`src/design/cache_cfg_pkg.sv`:
```
// Constants shared by the cache configuration and flush logic
package cache_cfg_pkg;
    localparam logic [31:0] addr_flush_control   = 32'h400c_3000;
    localparam logic [31:0] addr_line_config     = 32'h400c_3004;
    localparam logic [31:0] addr_way_config      = 32'h400c_3008;
    localparam logic [31:0] addr_cacheability    = 32'h400c_3020;
    localparam logic [31:0] addr_monitor_hits    = 32'h400c_3028;
    localparam logic [31:0] addr_monitor_misses  = 32'h400c_302c;
    localparam logic [31:0] addr_monitor_control = 32'h400c_3030;
    localparam logic [31:0] addr_monitor_period  = 32'h400c_3034;
    localparam logic [31:0] addr_monitor_limit   = 32'h400c_3038;

    localparam int flush_bit_pos        = 0;
    localparam int reserved_bit_pos     = 1;
    localparam int otp_cacheable_pos    = 11;
    localparam int flash_cacheable_pos  = 12;
    localparam int clock_gating_pos     = 10;
    localparam int data_write_en_pos    = 9;
    localparam int cacheable_length_w   = 9;

    localparam logic [1:0] line_8_bytes  = 2'h0;
    localparam logic [1:0] line_16_bytes = 2'h1;
    localparam logic [1:0] line_32_bytes = 2'h2;
    localparam logic [1:0] way_direct    = 2'h0;
    localparam logic [1:0] way_two       = 2'h1;
    localparam logic [1:0] way_four      = 2'h2;
    localparam logic [1:0] code_reserved = 2'h3;

    localparam logic [1:0] line_reset = line_8_bytes;
    localparam logic [1:0] way_reset  = way_four;
    localparam logic [8:0] length_reset = 9'h000;
    localparam logic [8:0] length_max   = 9'h1ff;

    localparam int flush_cycles_8k  = 32'h0000_0100;
    localparam int flush_cycles_16k = 32'h0000_0200;
    localparam int data_ram_kb_small = 8;
    localparam int data_ram_kb_large = 16;

    typedef enum logic [1:0] {
        flush_idle = 2'b01,
        flush_busy = 2'b10
    } flush_state_e;
endpackage

```
`src/design/cache_config_flush_control.sv`:
```
// Cache configuration registers, tag flush sequencing and cacheability control
//
// Added by the designer: strobed register access.
`timescale 1ns/100ps
`default_nettype none
module cache_config_flush_control
    import cache_cfg_pkg::*;
#(
    parameter int DATA_RAM_KB = data_ram_kb_large
) (
    input  wire logic        core_clk,
    input  wire logic        srst,
    input  wire logic [31:0] reg_addr,
    input  wire logic [31:0] reg_wdata,
    input  wire logic        reg_write,
    input  wire logic        reg_read,
    output logic      [31:0] reg_rdata,
    input  wire logic        otp_remapped,
    input  wire logic        flash_remapped,
    input  wire logic        lookup_hit_raw,
    output logic             lookup_hit,
    output logic             tag_invalidate,
    output logic             flush_busy_flag,
    output logic             flush_done,
    output logic       [5:0] line_bytes,
    output logic       [2:0] way_count,
    output logic             cache_enable,
    output logic             flash_cacheable,
    output logic             otp_cacheable,
    output logic             clock_gating_en,
    output logic             data_write_en,
    output logic       [8:0] cacheable_length
);
    initial begin
        if (DATA_RAM_KB != data_ram_kb_small && DATA_RAM_KB != data_ram_kb_large) begin
            $error("DATA_RAM_KB must be 8 or 16");
        end
    end

    localparam int flush_cycles =
        (DATA_RAM_KB == data_ram_kb_small) ? flush_cycles_8k : flush_cycles_16k;

    // Address decode
    wire sel_flush = (reg_addr == addr_flush_control);
    wire sel_line  = (reg_addr == addr_line_config);
    wire sel_way   = (reg_addr == addr_way_config);
    wire sel_cache = (reg_addr == addr_cacheability);

    wire wr_flush = reg_write && sel_flush;
    wire wr_line  = reg_write && sel_line;
    wire wr_way   = reg_write && sel_way;
    wire wr_cache = reg_write && sel_cache;

    wire flush_start = wr_flush && reg_wdata[flush_bit_pos];

    // Reserved bit is stored as written but has no effect on the logic
    logic       reserved_keep_zero;
    logic [1:0] line_code;
    logic [1:0] way_count_sel;
    logic       flash_cacheable_when_remapped;
    logic       otp_cacheable_when_remapped;
    logic       controller_clock_gating;
    logic       data_write_bit;
    logic       flush_busy;

    cfg_field_reg #(
        .RESET_VALUE (line_reset)
    ) u_line_field (
        .core_clk (core_clk),
        .srst     (srst),
        .wr_en    (wr_line),
        .wr_value (reg_wdata[1:0]),
        .value    (line_code)
    );

    cfg_field_reg #(
        .RESET_VALUE (way_reset)
    ) u_way_field (
        .core_clk (core_clk),
        .srst     (srst),
        .wr_en    (wr_way),
        .wr_value (reg_wdata[1:0]),
        .value    (way_count_sel)
    );

    tag_flush_timer #(
        .FLUSH_CYCLES (flush_cycles)
    ) u_flush_timer (
        .core_clk (core_clk),
        .srst     (srst),
        .start    (flush_start),
        .busy     (flush_busy),
        .done     (flush_done)
    );

    always_ff @(posedge core_clk) begin
        if (srst) begin
            reserved_keep_zero <= 1'b0;
        end else if (wr_flush) begin
            reserved_keep_zero <= reg_wdata[reserved_bit_pos];
        end
    end

    always_ff @(posedge core_clk) begin
        if (srst) begin
            flash_cacheable_when_remapped <= 1'b0;
            otp_cacheable_when_remapped   <= 1'b0;
            controller_clock_gating       <= 1'b0;
            data_write_bit                <= 1'b0;
            cacheable_length              <= length_reset;
        end else if (wr_cache) begin
            flash_cacheable_when_remapped <= reg_wdata[flash_cacheable_pos];
            otp_cacheable_when_remapped   <= reg_wdata[otp_cacheable_pos];
            controller_clock_gating       <= reg_wdata[clock_gating_pos];
            data_write_bit                <= reg_wdata[data_write_en_pos];
            // Nine bits top out at 511 units; a count of 512 cannot be stored
            cacheable_length <= reg_wdata[cacheable_length_w-1:0];
        end
    end

    // Decoded configuration
    wire [5:0] line_dec = (line_code == line_32_bytes) ? 6'd32 :
                          (line_code == line_16_bytes) ? 6'd16 : 6'd8;
    wire [2:0] way_dec  = (way_count_sel == way_four) ? 3'd4 :
                          (way_count_sel == way_two)  ? 3'd2 : 3'd1;

    wire enable_dec = (cacheable_length != length_reset);
    wire flash_dec  = enable_dec && flash_remapped && flash_cacheable_when_remapped;
    wire otp_dec    = enable_dec && otp_remapped && otp_cacheable_when_remapped;

    // Hits are suppressed both during the flush and in its issuing cycle
    wire hit_dec = lookup_hit_raw && enable_dec && !flush_busy && !flush_start;

    assign lookup_hit      = hit_dec;
    assign tag_invalidate  = flush_busy;
    assign flush_busy_flag = flush_busy;

    always_ff @(posedge core_clk) begin
        if (srst) begin
            line_bytes      <= 6'd8;
            way_count       <= 3'd4;
            cache_enable    <= 1'b0;
            flash_cacheable <= 1'b0;
            otp_cacheable   <= 1'b0;
            clock_gating_en <= 1'b0;
            data_write_en   <= 1'b0;
        end else begin
            line_bytes      <= line_dec;
            way_count       <= way_dec;
            cache_enable    <= enable_dec;
            flash_cacheable <= flash_dec;
            otp_cacheable   <= otp_dec;
            clock_gating_en <= controller_clock_gating;
            data_write_en   <= data_write_bit;
        end
    end

    // Read mux; flush bit never stored so it reads as zero
    wire [31:0] rd_flush = {30'h0000_0000, reserved_keep_zero, 1'b0};
    wire [31:0] rd_line  = {30'h0000_0000, line_code};
    wire [31:0] rd_way   = {30'h0000_0000, way_count_sel};
    wire [31:0] rd_cache = {19'h0_0000, flash_cacheable_when_remapped,
                            otp_cacheable_when_remapped, controller_clock_gating,
                            data_write_bit, cacheable_length};
    wire [31:0] rd_mux   = sel_flush ? rd_flush :
                           sel_line  ? rd_line  :
                           sel_way   ? rd_way   :
                           sel_cache ? rd_cache : 32'h0000_0000;

    always_ff @(posedge core_clk) begin
        if (srst) begin
            reg_rdata <= 32'h0000_0000;
        end else if (reg_read) begin
            reg_rdata <= rd_mux;
        end else begin
            reg_rdata <= 32'h0000_0000;
        end
    end
endmodule
`default_nettype wire

```
`src/design/cfg_field_reg.sv`:
```
// Two-bit configuration field that ignores the reserved code
`timescale 1ns/100ps
`default_nettype none
module cfg_field_reg
    import cache_cfg_pkg::*;
#(
    parameter logic [1:0] RESET_VALUE = 2'h0
) (
    input  wire logic       core_clk,
    input  wire logic       srst,
    input  wire logic       wr_en,
    input  wire logic [1:0] wr_value,
    output logic      [1:0] value
);
    wire take = wr_en && (wr_value != code_reserved);

    always_ff @(posedge core_clk) begin
        if (srst) begin
            value <= RESET_VALUE;
        end else if (take) begin
            value <= wr_value;
        end
    end
endmodule
`default_nettype wire

```
`src/design/tag_flush_timer.sv`:
```
// Counts out the fixed duration of a tag invalidation
`timescale 1ns/100ps
`default_nettype none
module tag_flush_timer
    import cache_cfg_pkg::*;
#(
    parameter int FLUSH_CYCLES = flush_cycles_16k
) (
    input  wire logic core_clk,
    input  wire logic srst,
    input  wire logic start,
    output logic      busy,
    output logic      done
);
    localparam int cnt_w = $clog2(FLUSH_CYCLES + 1);
    localparam logic [cnt_w-1:0] last_count = cnt_w'(FLUSH_CYCLES - 1);

    initial begin
        if (FLUSH_CYCLES < 2) begin
            $error("FLUSH_CYCLES must be at least 2");
        end
    end

    flush_state_e     state;
    flush_state_e     next_state;
    logic [cnt_w-1:0] count;
    wire              at_end = (count == last_count);

    always_comb begin
        next_state = state;
        case (state)
            flush_idle: begin
                if (start) begin
                    next_state = flush_busy;
                end
            end
            flush_busy: begin
                // A new start during a flush restarts it so no line escapes
                if (at_end && !start) begin
                    next_state = flush_idle;
                end
            end
            default: next_state = flush_idle;
        endcase
    end

    always_ff @(posedge core_clk) begin
        if (srst) begin
            state <= flush_idle;
            count <= '0;
            done  <= 1'b0;
        end else begin
            state <= next_state;
            done  <= (state == flush_busy) && at_end && !start;
            if (start || state != flush_busy) begin
                count <= '0;
            end else begin
                count <= count + cnt_w'(1);
            end
        end
    end

    assign busy = (state == flush_busy);
endmodule
`default_nettype wire

```
`config.mk`:
```
export PLATFORM = sky130hd
export DESIGN_NAME = cache_config_flush_control
export DESIGN_NICKNAME = d
export VERILOG_FILES = /design/src/design/cache_cfg_pkg.sv /design/src/design/cache_config_flush_control.sv /design/src/design/cfg_field_reg.sv /design/src/design/tag_flush_timer.sv
export SDC_FILE = /design/constraint.sdc
export NUM_CORES = 1
export LEC_CHECK = 0
export BUFFER_PORTS_ARGS = -buffer_cell sky130_fd_sc_hd__buf_2
export CAP_MARGIN = 20
export CORE_MARGIN = 3
export CORE_UTILIZATION = 45
export CTS_CLUSTER_SIZE = 16
export DETAILED_ROUTE_END_ITERATION = 12
export GPL_TIMING_DRIVEN = 0
export PLACE_DENSITY = 0.8
export SYNTH_ARGS = -nofsm -noshare
export SYNTH_HDL_FRONTEND = slang
export SYNTH_SLANG_ARGS = --single-unit
```
`constraint.sdc`:
```
create_clock -name core_clk -period 2.6 [get_ports core_clk]
set_input_delay 0.78 -clock core_clk [delete_from_list [all_inputs] [get_ports core_clk]]
set_output_delay 0.78 -clock core_clk [all_outputs]
set_load 0.01 [all_outputs]
```
# [Yosys cells after proc, flatten, opt, wreduce, memory -nomap -nowiden]
# Cells that the tools add are included.
[word_totals] register_bits=77 word_cells=80 inputBits=71 out_inout_bits=59
[classes] eq_ne=15 n_mux=10 n_reduce_logical=29 n_bitwise=2 addsub=1
[ops] op="== test 32 x 31 -> 1 bit (second input constant)" n=4
[ops] op="logical AND 1 bit" n=17
[ops] op="2-to-1 mux 2 bit" n=7
[ops] op="adder 10 x 1 -> 10 bit (second input constant)" n=1
[ops] op="== test 10 x 9 -> 1 bit (second input constant)" n=1
[ops] op="nonzero test 9 bit" n=1
[ops] op="OR reduction 2 bit" n=4
[ops] op="== test 2 x 1 -> 1 bit (second input constant)" n=3
[ops] op="== test 2 bit (second input constant)" n=3
[ops] op="2-to-1 mux 6 bit" n=1
[ops] op="OR reduction 6 bit" n=1
[ops] op="2-to-1 mux 5 bit" n=1
[ops] op="OR reduction 5 bit" n=1
[ops] op="inequality test 2 x 1 -> 1 bit (second input constant)" n=2
[ops] op="inequality test 2 bit (second input constant)" n=2
[ops] op="case mux 2 bit (2 select lines)" n=1
[ops] op="OR reduction 3 bit" n=1
[ops] op="logical NOT 1 bit" n=2
[ops] op="inverter 1 bit" n=2
[ops] op="AND reduction 2 bit" n=1
[ops] op="logical OR 1 bit" n=1

# [Logic depth before layout (Yosys ltp)]
# Gate-level depths: netlist of run 1.
[logic_depth] depth_word=7 ltp_mapped=6 depth_no_buf=5

# [Hierarchy]
# Synthesis of run 1 repeated with hierarchy kept, for this count alone.
[hier_totals] cells_unflattened=259 hier_area_um2=2478.6
[modules_own_cells] mod="cache_config_flush_control" cells_per_inst=186 seq_area_each_um2=760.7 instances=1 area_each_um2=1781.7
[modules_own_cells] mod="tag_flush_timer" cells_per_inst=56 seq_area_each_um2=260.2 instances=1 area_each_um2=519.2
[modules_own_cells] mod="cfg_field_reg (u_line_field)" cells_per_inst=8 seq_area_each_um2=40.0 instances=1 area_each_um2=90.1
[modules_own_cells] mod="cfg_field_reg (u_way_field)" cells_per_inst=9 seq_area_each_um2=40.0 instances=1 area_each_um2=87.6

# [Worst setup path after synthesis of run 1]
# Ideal clock, no wire load.
[synth_timing] kind="input -> output" startpoint="input reg_addr[16]" endpoint="output lookup_hit" cell_stages=5 n_path_buf=1 setup_slack_ns=0.002 arrival_ns=1.818 required_ns=1.820 path_cell_list="and4bb_1 -> nand4_2 -> buf_2 -> nor3_1 -> nor4b_1"
[synth_via] elab_chain_cells=5
[synth_rtl] element="from (decl)" line_no="cache_config_flush_control.sv:13" source="input wire logic [31:0] reg_addr,"
[synth_rtl] element="== test 32 x 31 -> 1 bit" line_no="cache_config_flush_control.sv:44" source="wire sel_flush = (reg_addr == addr_flush_control);"
[synth_rtl] element="logical AND 1 bit" line_no="cache_config_flush_control.sv:49" source="wire wr_flush = reg_write && sel_flush;"
[synth_rtl] element="logical AND 1 bit" line_no="cache_config_flush_control.sv:54" source="wire flush_start = wr_flush && reg_wdata[flush_bit_pos];"
[synth_rtl] element="logical NOT 1 bit" line_no="cache_config_flush_control.sv:132" source="wire hit_dec = lookup_hit_raw && enable_dec && !flush_busy && !flush_start;"
[synth_rtl] element="logical AND 1 bit" line_no="cache_config_flush_control.sv:132"
[synth_rtl] element="to (decl)" line_no="cache_config_flush_control.sv:21" source="output logic lookup_hit,"
# No other way between the ends.

# [Worst setup path in the final report of run 1]
[layout_timing] startpoint="input reg_addr[2]" endpoint="output lookup_hit"
# The elaborated chain is that of the path after synthesis.

==> results.md, run 1 <==
* Status: finished with violations
* Failing checks: negative setup slack
* Crit-path max cell delay at between 300 and 400 ps
* Most used cell, CP: buf_2
* Die W at ~80 um
* R2R Setup Slk at ~960 ps
* Die ar. at 0.00640 mm2
* Hold Path Depth at 1
* Hold WS at 455 ps
* Most common cell in the netlist: dfxtp_1
* Number of global-route vias before repair at 2310
* Total global-route track usage at between 20 and 25%
* XOR/XNOR share of the synthesized area at under 10%
* Worst Path Arrival at between 1500 and 2000 ps
* H-tree depth at 2
* CTS Sinks at 55
* Drt first-iter violations at around 100
* Register bit total from synthesis at 55
* P_leak at 0.00152 uW
* DP Wirelength at 4.67 mm
* Global-route wire length before repair at between 10 and 15 mm
* Hold Fails Final Rpt at 0
* GR Util met1 at 24.6%
* Reg2reg end: u_flush_timer.state[1]
* GR Util met2 at between 30% and 40%
* Vias per cell at roughly 5.3
* Post-Syn Instances at between 200 and 300
* Mux share of post-synthesis cell area at 0.914%
* Largest family of logic cells by synthesized area: simple AND/OR/NAND/NOR gates
* Most frequent cells after synthesis: dfxtp_1, buf_4, nor3_1, nand4_1
* R2R depth at 5
* Clock power share at about a third
* Post-synth EDFFs at 0
* Yosys Warn Count at 0
* Pint at around 1100 uW
* Root Buffer: clkbuf_8
* Buffers on Ports at 87
* Layout cells sized above 1 at between 40% and 50%
* Sequential Power Share at 57.1%
* Post-layout util at approximately two thirds
* Core Footprint at around 0.0052 mm2
* Largest cells by area after synthesis: dfxtp_1, buf_4, nand4_1
* Final setup violation count at 1
* Max-slew violation count at 0
* Cell taking the most area after synthesis: dfxtp_1
* Setup ws final at -101 ps
* Max VDD drop at about 0.00030 V
* Pwr Total at between 1000 and 1500 uW
* Netlist cell types at 45
* FMAX at 0.370 GHz
* Worst flop-to-flop path startpoint: u_flush_timer.count[0]
* Crit. End Element: primary output
* Worst Path Required at ~1800 ps
* Hold path startpoint: controller_clock_gating
* Worst-path fanout max at 5
* Clk slew on worst S/H paths at 100 ps
* Antenna violations before repair at 0
* Global routing's busiest layer: met2
* Max-cap violation count at 0
* M3 GR Usage at approximately 5.8%
* Initial core utilization at a little under half
* Hold Path End: reg_rdata[10]
* Drt drc at 0
* Switching pwr at about 340 uW
* Antenna cells at 0
* Top_reg_cell synth: dfxtp_1
* GR Overflow Total at 0
* Die Ht at about 80 um
* Delay-heaviest family, CP: simple AND/OR/NAND/NOR gates
* HP Class: flip-flop to flip-flop
* Adder-Cell Fraction of Synth Area at 1.52%
* Layout Skew at roughly 13 ps
* Io pins at 130
* Pwr/cell area at 432 mW/mm2
* Buf/Inv on CP at 2
* Complex-gate fraction of the synthesized area at a little under a tenth
* Switching share of power at a little under a quarter
* Crit-path cells: buf_2, nor4_4, nand3_2, nor3_4, nor4b_2, buf_2
* Clock buffer depth at 2
* Synth Cell Area at ~0.0025 mm2
* Synth top area share at 44.7%
* Antenna Nets Post-Route at 0
* Routed vias at 2390
* Cell count along the critical path at 6
* RSZ-0062 raised after global routing: yes
* WS Path Type: primary input to primary output
* # rows at 26
* CTS tree: done
* Ys async rst share at 0%
* RePlAce Congestion at between 0.8 and 0.9
* Startpoint Class: primary input
* Final period util at 104%
* Simple-Gate Fraction of Synth Area at a little under a third
* Pre-CTS setup slack at -466 ps
* Total routed wirelength at roughly 6.4 mm
* Total CTS buffers at 5
* CP max-delay cell: nor4_4
* Comb power frac at approximately 8.9%
* Area delta synth->final at 38.3%
* Syn avg cell area at around 9.7 um2
* Fin crit period at roughly 2700 ps
* Largest net degree at the start of global routing at 18
* Sequential area share after synthesis at ~45%
* Clock Latency Late Sink at 310 ps
* DR pass1 iterations at 4
* Final #Nets at 458
* WL per Instance at around 14 um
## state kept, by name, indices dropped and copies added (netlist names)
name	flops
u_way_field.value	2
way_count	3
data_write_en	1
line_bytes	3
otp_cacheable_when_remapped	1
otp_cacheable	1
u_flush_timer.count	10
u_line_field.value	2
flash_cacheable_when_remapped	1
u_flush_timer.done	1
cacheable_length	9
clock_gating_en	1
reserved_keep_zero	1
u_flush_timer.state	2
reg_rdata	13
controller_clock_gating	1
flash_cacheable	1
data_write_bit	1
cache_enable	1
## what timing repair did
| action | 4_1_cts | 5_1_grt |
|---|---|---|
| resized for setup | 14 | 10 |
| setup buffers | 15 | 2 |
| hold buffers | 0 | 0 |
| setup endpoints to repair | 1 | 5 |
| pin swaps | 10 | 11 |
| cloned | 0 | 0 |
## worst reg2reg max path, delay by kind of cell, from the launching register on
family                   cells  cell delay [ps]
buffers and inverters        1               70
flip-flops                   1              410
adder cells (fa/ha/maj)      1              250
AND/OR/NAND/NOR              3              800
## how the worst max path moves through the flow
| stage | startpoint | to | slack (ps) |
|---|---|---|---|
| 2_1_floorplan | reg_addr[16] | lookup_hit | 2 |
| 3_3_place_gp | reg_addr[29] | lookup_hit | -410 |
| 3_5_place_dp | reg_addr[29] | lookup_hit | -470 |
| 4_1_cts | reg_addr[27] | lookup_hit | -90 |
| 5_1_grt | reg_addr[8] | lookup_hit | -150 |
| 6_report | reg_addr[2] | lookup_hit | -100 |
## cell usage in the layout (no fill, tap or decap), types with 2 or more instances in the layout
cell and n:
a211oi_2 2, and3_1 5, and4_1 2, dfxtp_1 55, ha_1 3, buf_6 10
and4b_1 2, nor3_1 15, nor4b_4 3, nand2_1 6, nand3_1 5, nand3_2 2
nor4_4 4, mux2_2 2, or4_4 2, conb_1 22, buf_1 2, nand4_1 15
o31ai_1 12, buf_2 81, inv_1 5, nand4b_1 2, clkbuf_1 9, nor2_1 8
clkbuf_8 6, xor2_1 5, buf_4 37, a21oi_1 12, or3_1 2, and2_1 12
nor3b_1 3, nor2b_1 6, nor4_1 7, xnor2_1 4
## metal layers
metal / vias up / part of all wire [%] / wire (um)
li1: 1146 / - / -
met1: 1087 / 39 / 2480
met2: 141 / 49 / 3150
met3: 16 / 9.3 / 595
met4: 0 / 2.5 / 162
met5: - / 0 / 0
## stage by stage
stage,TNS [ps],cell area [um2],std cells
after floorplan,0,2540,275
after CTS,-153,3360,455
final,-101,3410,455
after detailed placement,-466,3070,432
after global routing,-152,3410,455
after global placement,-413,3070,432
## final cells by class
cell class,count,area (um2)
flip-flops and latches,55,1100
multi-input cells,178,1270
fillers,434,1800
clock buffers,6,82.6
inverters,5,18.8
clock inverters,2,16.3
well taps,70,87.6
repair buffers,102,596
plain buffers,37,241
## power groups by stage
stage | Combinational, uW | Sequential [uW] | Clock, uW
2_1_floorplan | 59.0 | 861 | 0
3_3_place_gp | 111 | 861 | 0
3_5_place_dp | 113 | 861 | 0
4_1_cts | 123 | 842 | 506
5_1_grt | 143 | 842 | 539
6_report | 131 | 842 | 500
## logic make-up after synthesis
family / Yosys count
buffers and inverters: 42
DFF: 55
xor gates and xnor gates: 9
AOI/OAI and AO/OA: 33
and+or+nand+nor: 109
muxes: 2
adders and majority gates: 3
other: 1
Note: power is estimated with default switching activity, not from simulation.
==> run 2: changes to the inputs <==
--- a/config.mk
+++ b/config.mk
@@ -8,11 +8,12 @@
 export BUFFER_PORTS_ARGS = -buffer_cell sky130_fd_sc_hd__buf_2
 export CAP_MARGIN = 20
 export CORE_MARGIN = 3
-export CORE_UTILIZATION = 45
+export CORE_UTILIZATION = 46
+export CTS_BUF_LIST = sky130_fd_sc_hd__clkbuf_8
 export CTS_CLUSTER_SIZE = 16
 export DETAILED_ROUTE_END_ITERATION = 12
 export GPL_TIMING_DRIVEN = 0
-export PLACE_DENSITY = 0.8
+export PLACE_DENSITY = 0.81
 export SYNTH_ARGS = -nofsm -noshare
 export SYNTH_HDL_FRONTEND = slang
 export SYNTH_SLANG_ARGS = --single-unit
==> results.md, run 2 (synthesized netlist as in run 1, its figures left out) <==
* Worst Path Arrival at 1940 ps (+20 ps)
* Clk slew on worst S/H paths at 90 ps (about the same)
* RePlAce Congestion at 0.816 (-1.4%)
* Drt first-iter violations at 128 (+24%)
* Clock Latency Late Sink at 310 ps (about the same)
* RSZ-0062 raised after global routing: yes
* Most common cell after layout, fill and taps aside: buf_2
* WS Path Type: primary input to primary output
* Failing checks: negative setup slack
* Max VDD drop at 0.000266 V (-10%)
* Vias per cell at 5.20 (-1.0%)
* Largest register FFs at 13 (unchanged)
* Setup ws final at -117 ps (-16.0 ps)
* DR pass1 iterations at 4 (unchanged)
* Antenna violations before repair at 0 (unchanged)
* Final period util at 104% (+0.62 points)
* Worst-path fanout max at 3 (-2)
* Initial core utilization at 48.0% (+0.60 points)
* Antenna cells at 0 (unchanged)
* Routed vias at 2335 (-2.3%)
* Layout Skew at 8.55 ps (-4.46 ps)
* Status: finished with violations
* Buffers on Ports at 87 (unchanged)
* Global-route wire length before repair at 9.65 mm (-7.3%)
* Setup crit start: reg_addr[31]
* H-tree depth at 2 (unchanged)
* Pint at 1100 uW (-2.9%)
* Placed cell area at 0.00307 mm2 (unchanged)
* Worst flop-to-flop path startpoint: u_flush_timer.count[0]
* Pwr/cell area at 430 mW/mm2 (-0.53%)
* CTS tree: done
* Largest net degree at the start of global routing at 18 (unchanged)
* Biggest regs: reg_rdata: 13 flops, u_flush_timer.count: 10 flops, cacheable_length: 9 flops
* Sequential Power Share at 59.0% (+1.9 points)
* Clock power share at 32.1% (-1.9 points)
* Number of global-route vias before repair at 2126 (-8.0%)
* Comb power frac at 8.9% (about the same)
* Pre-CTS setup slack at -425 ps (+40.7 ps)
* # rows at 26 (unchanged)
* Final cell count without fillers at 449 (-1.3%)
* Root Buffer: clkbuf_8
* Hold-fix buffers at CTS at 0 (unchanged)
* Final setup violation count at 1 (unchanged)
* HP Class: flip-flop to flip-flop
* Clock buffer depth at 2 (unchanged)
* FMAX at 0.368 GHz (-0.59%)
* CTS Sinks at 55 (unchanged)
* Max-slew violation count at 0 (unchanged)
* P_leak at 0.00147 uW (-3.1%)
* DP Wirelength at 4.54 mm (-2.9%)
* Placed Instances at 432 (unchanged)
* Die Ht at 79.2 um (-1.0%)
* Worst slew pin tran at 508 ps
* Drt drc at 0 (unchanged)
* Largest Register: reg_rdata
* Total routed wirelength at 6.00 mm (-6.1%)
* Worst Path Required at 1820 ps (about the same)
* GR Overflow Total at 0 (unchanged)
* Switching pwr at 331 uW (-3.8%)
* Io pins at 130 (unchanged)
* Area delta synth->final at 34.7%
* Hold Fails Final Rpt at 0 (unchanged)
* Die W at 79.2 um (-1.0%)
* Worst slew margin at 65.8%
* Most frequent cells in the layout: buf_2, dfxtp_1, buf_4, conb_1
* Crit. End Element: primary output
* Die ar. at 0.00627 mm2 (-2.0%)
* Antenna Nets Post-Route at 0 (unchanged)
* Pwr Total at 1430 uW (-3.1%)
* Hold path startpoint: data_write_bit
* Final instance area at 0.00332 mm2 (-2.6%)
* Total global-route track usage at 19.4% (-1.2 points)
* Total CTS buffers at 5 (unchanged)
* Switching share of power at 23.2% (-0.17 points)
* Core Footprint at 0.00514 mm2 (-1.2%)
* Startpoint Class: primary input
* Final #Nets at 452 (-1.3%)
* Fin crit period at 2720 ps (+16.0 ps)
* Layout cells sized above 1 at 38.5% (-2.0 points)
* WL per Instance at 13.4 um (-4.8%)
* Max-cap violation count at 0 (unchanged)
-- run 2: changes by cell type in the layout (fill, tap and decap cells not counted), sizes merged --
| cell | before | now |
|---|---|---|
| buf | 130 | 124 |
| clkbuf | 15 | 14 |
| clkinvlp | 1 | 2 |
-- run 2: layout make-up --
type | instances | area, um2
plain buffers | 37 | 241
clock buffers | 5 | 68.8
clock inverters | 3 | 20.0
fillers | 415 | 1820
inverters | 5 | 18.8
multi-input cells | 178 | 1250
flip-flops and latches | 55 | 1100
well taps | 70 | 87.6
repair buffers | 96 | 534
-- run 2: worst paths after layout --
path | slack, ps | cells after the start | end
setup / recovery | -120 | 7 | lookup_hit
hold / removal | 460 | 1 | reg_rdata[9]
setup reg to reg | 960 | 5 | u_flush_timer.state[1]
hold reg to reg | 460 | 1 | reg_rdata[9]
-- run 2: routing by layer --
layer,global-route usage (%),routed length [um],up-vias
li1,-,-,1132
met1,24.6,2420,1063
met2,31.8,2860,132
met3,5.44,640,8
met4,6.53,82,0
met5,0,0,-
-- run 2: power groups by stage --
| stage | clock, uW | sequential, uW | combinational (uW) |
|---|---|---|---|
| floorplan | 0 | 861 | 59.0 |
| global placement | 0 | 861 | 111 |
| detailed placement | 0 | 861 | 112 |
| CTS | 473 | 842 | 124 |
| global route | 511 | 842 | 137 |
| finish | 459 | 842 | 127 |
-- run 2: repair_timing --
action	4_1_cts	5_1_grt
pin swaps	12	7
buffers inserted	9	0
setup endpoints to repair	1	1
endpoints found under the hold margin	0	0
resized for setup	16	1
-- run 2: stage by stage --
step	hold WS, ps	util, %	setup TNS (ps)
6_report	464	64.6	-117
5_1_grt	491	64.6	-178
4_1_cts	467	64.5	-72.2
3_5_place_dp	444	59.7	-425
3_3_place_gp	429	59.7	-432
2_1_floorplan	421	-	0
-- run 2: critical path: stages --
cell and delay [ps]:
buf_2 110, nor4b_4 270, nand4_2 170, buf_6 160, nor3_4 210, nor4b_2 70
buf_2 150
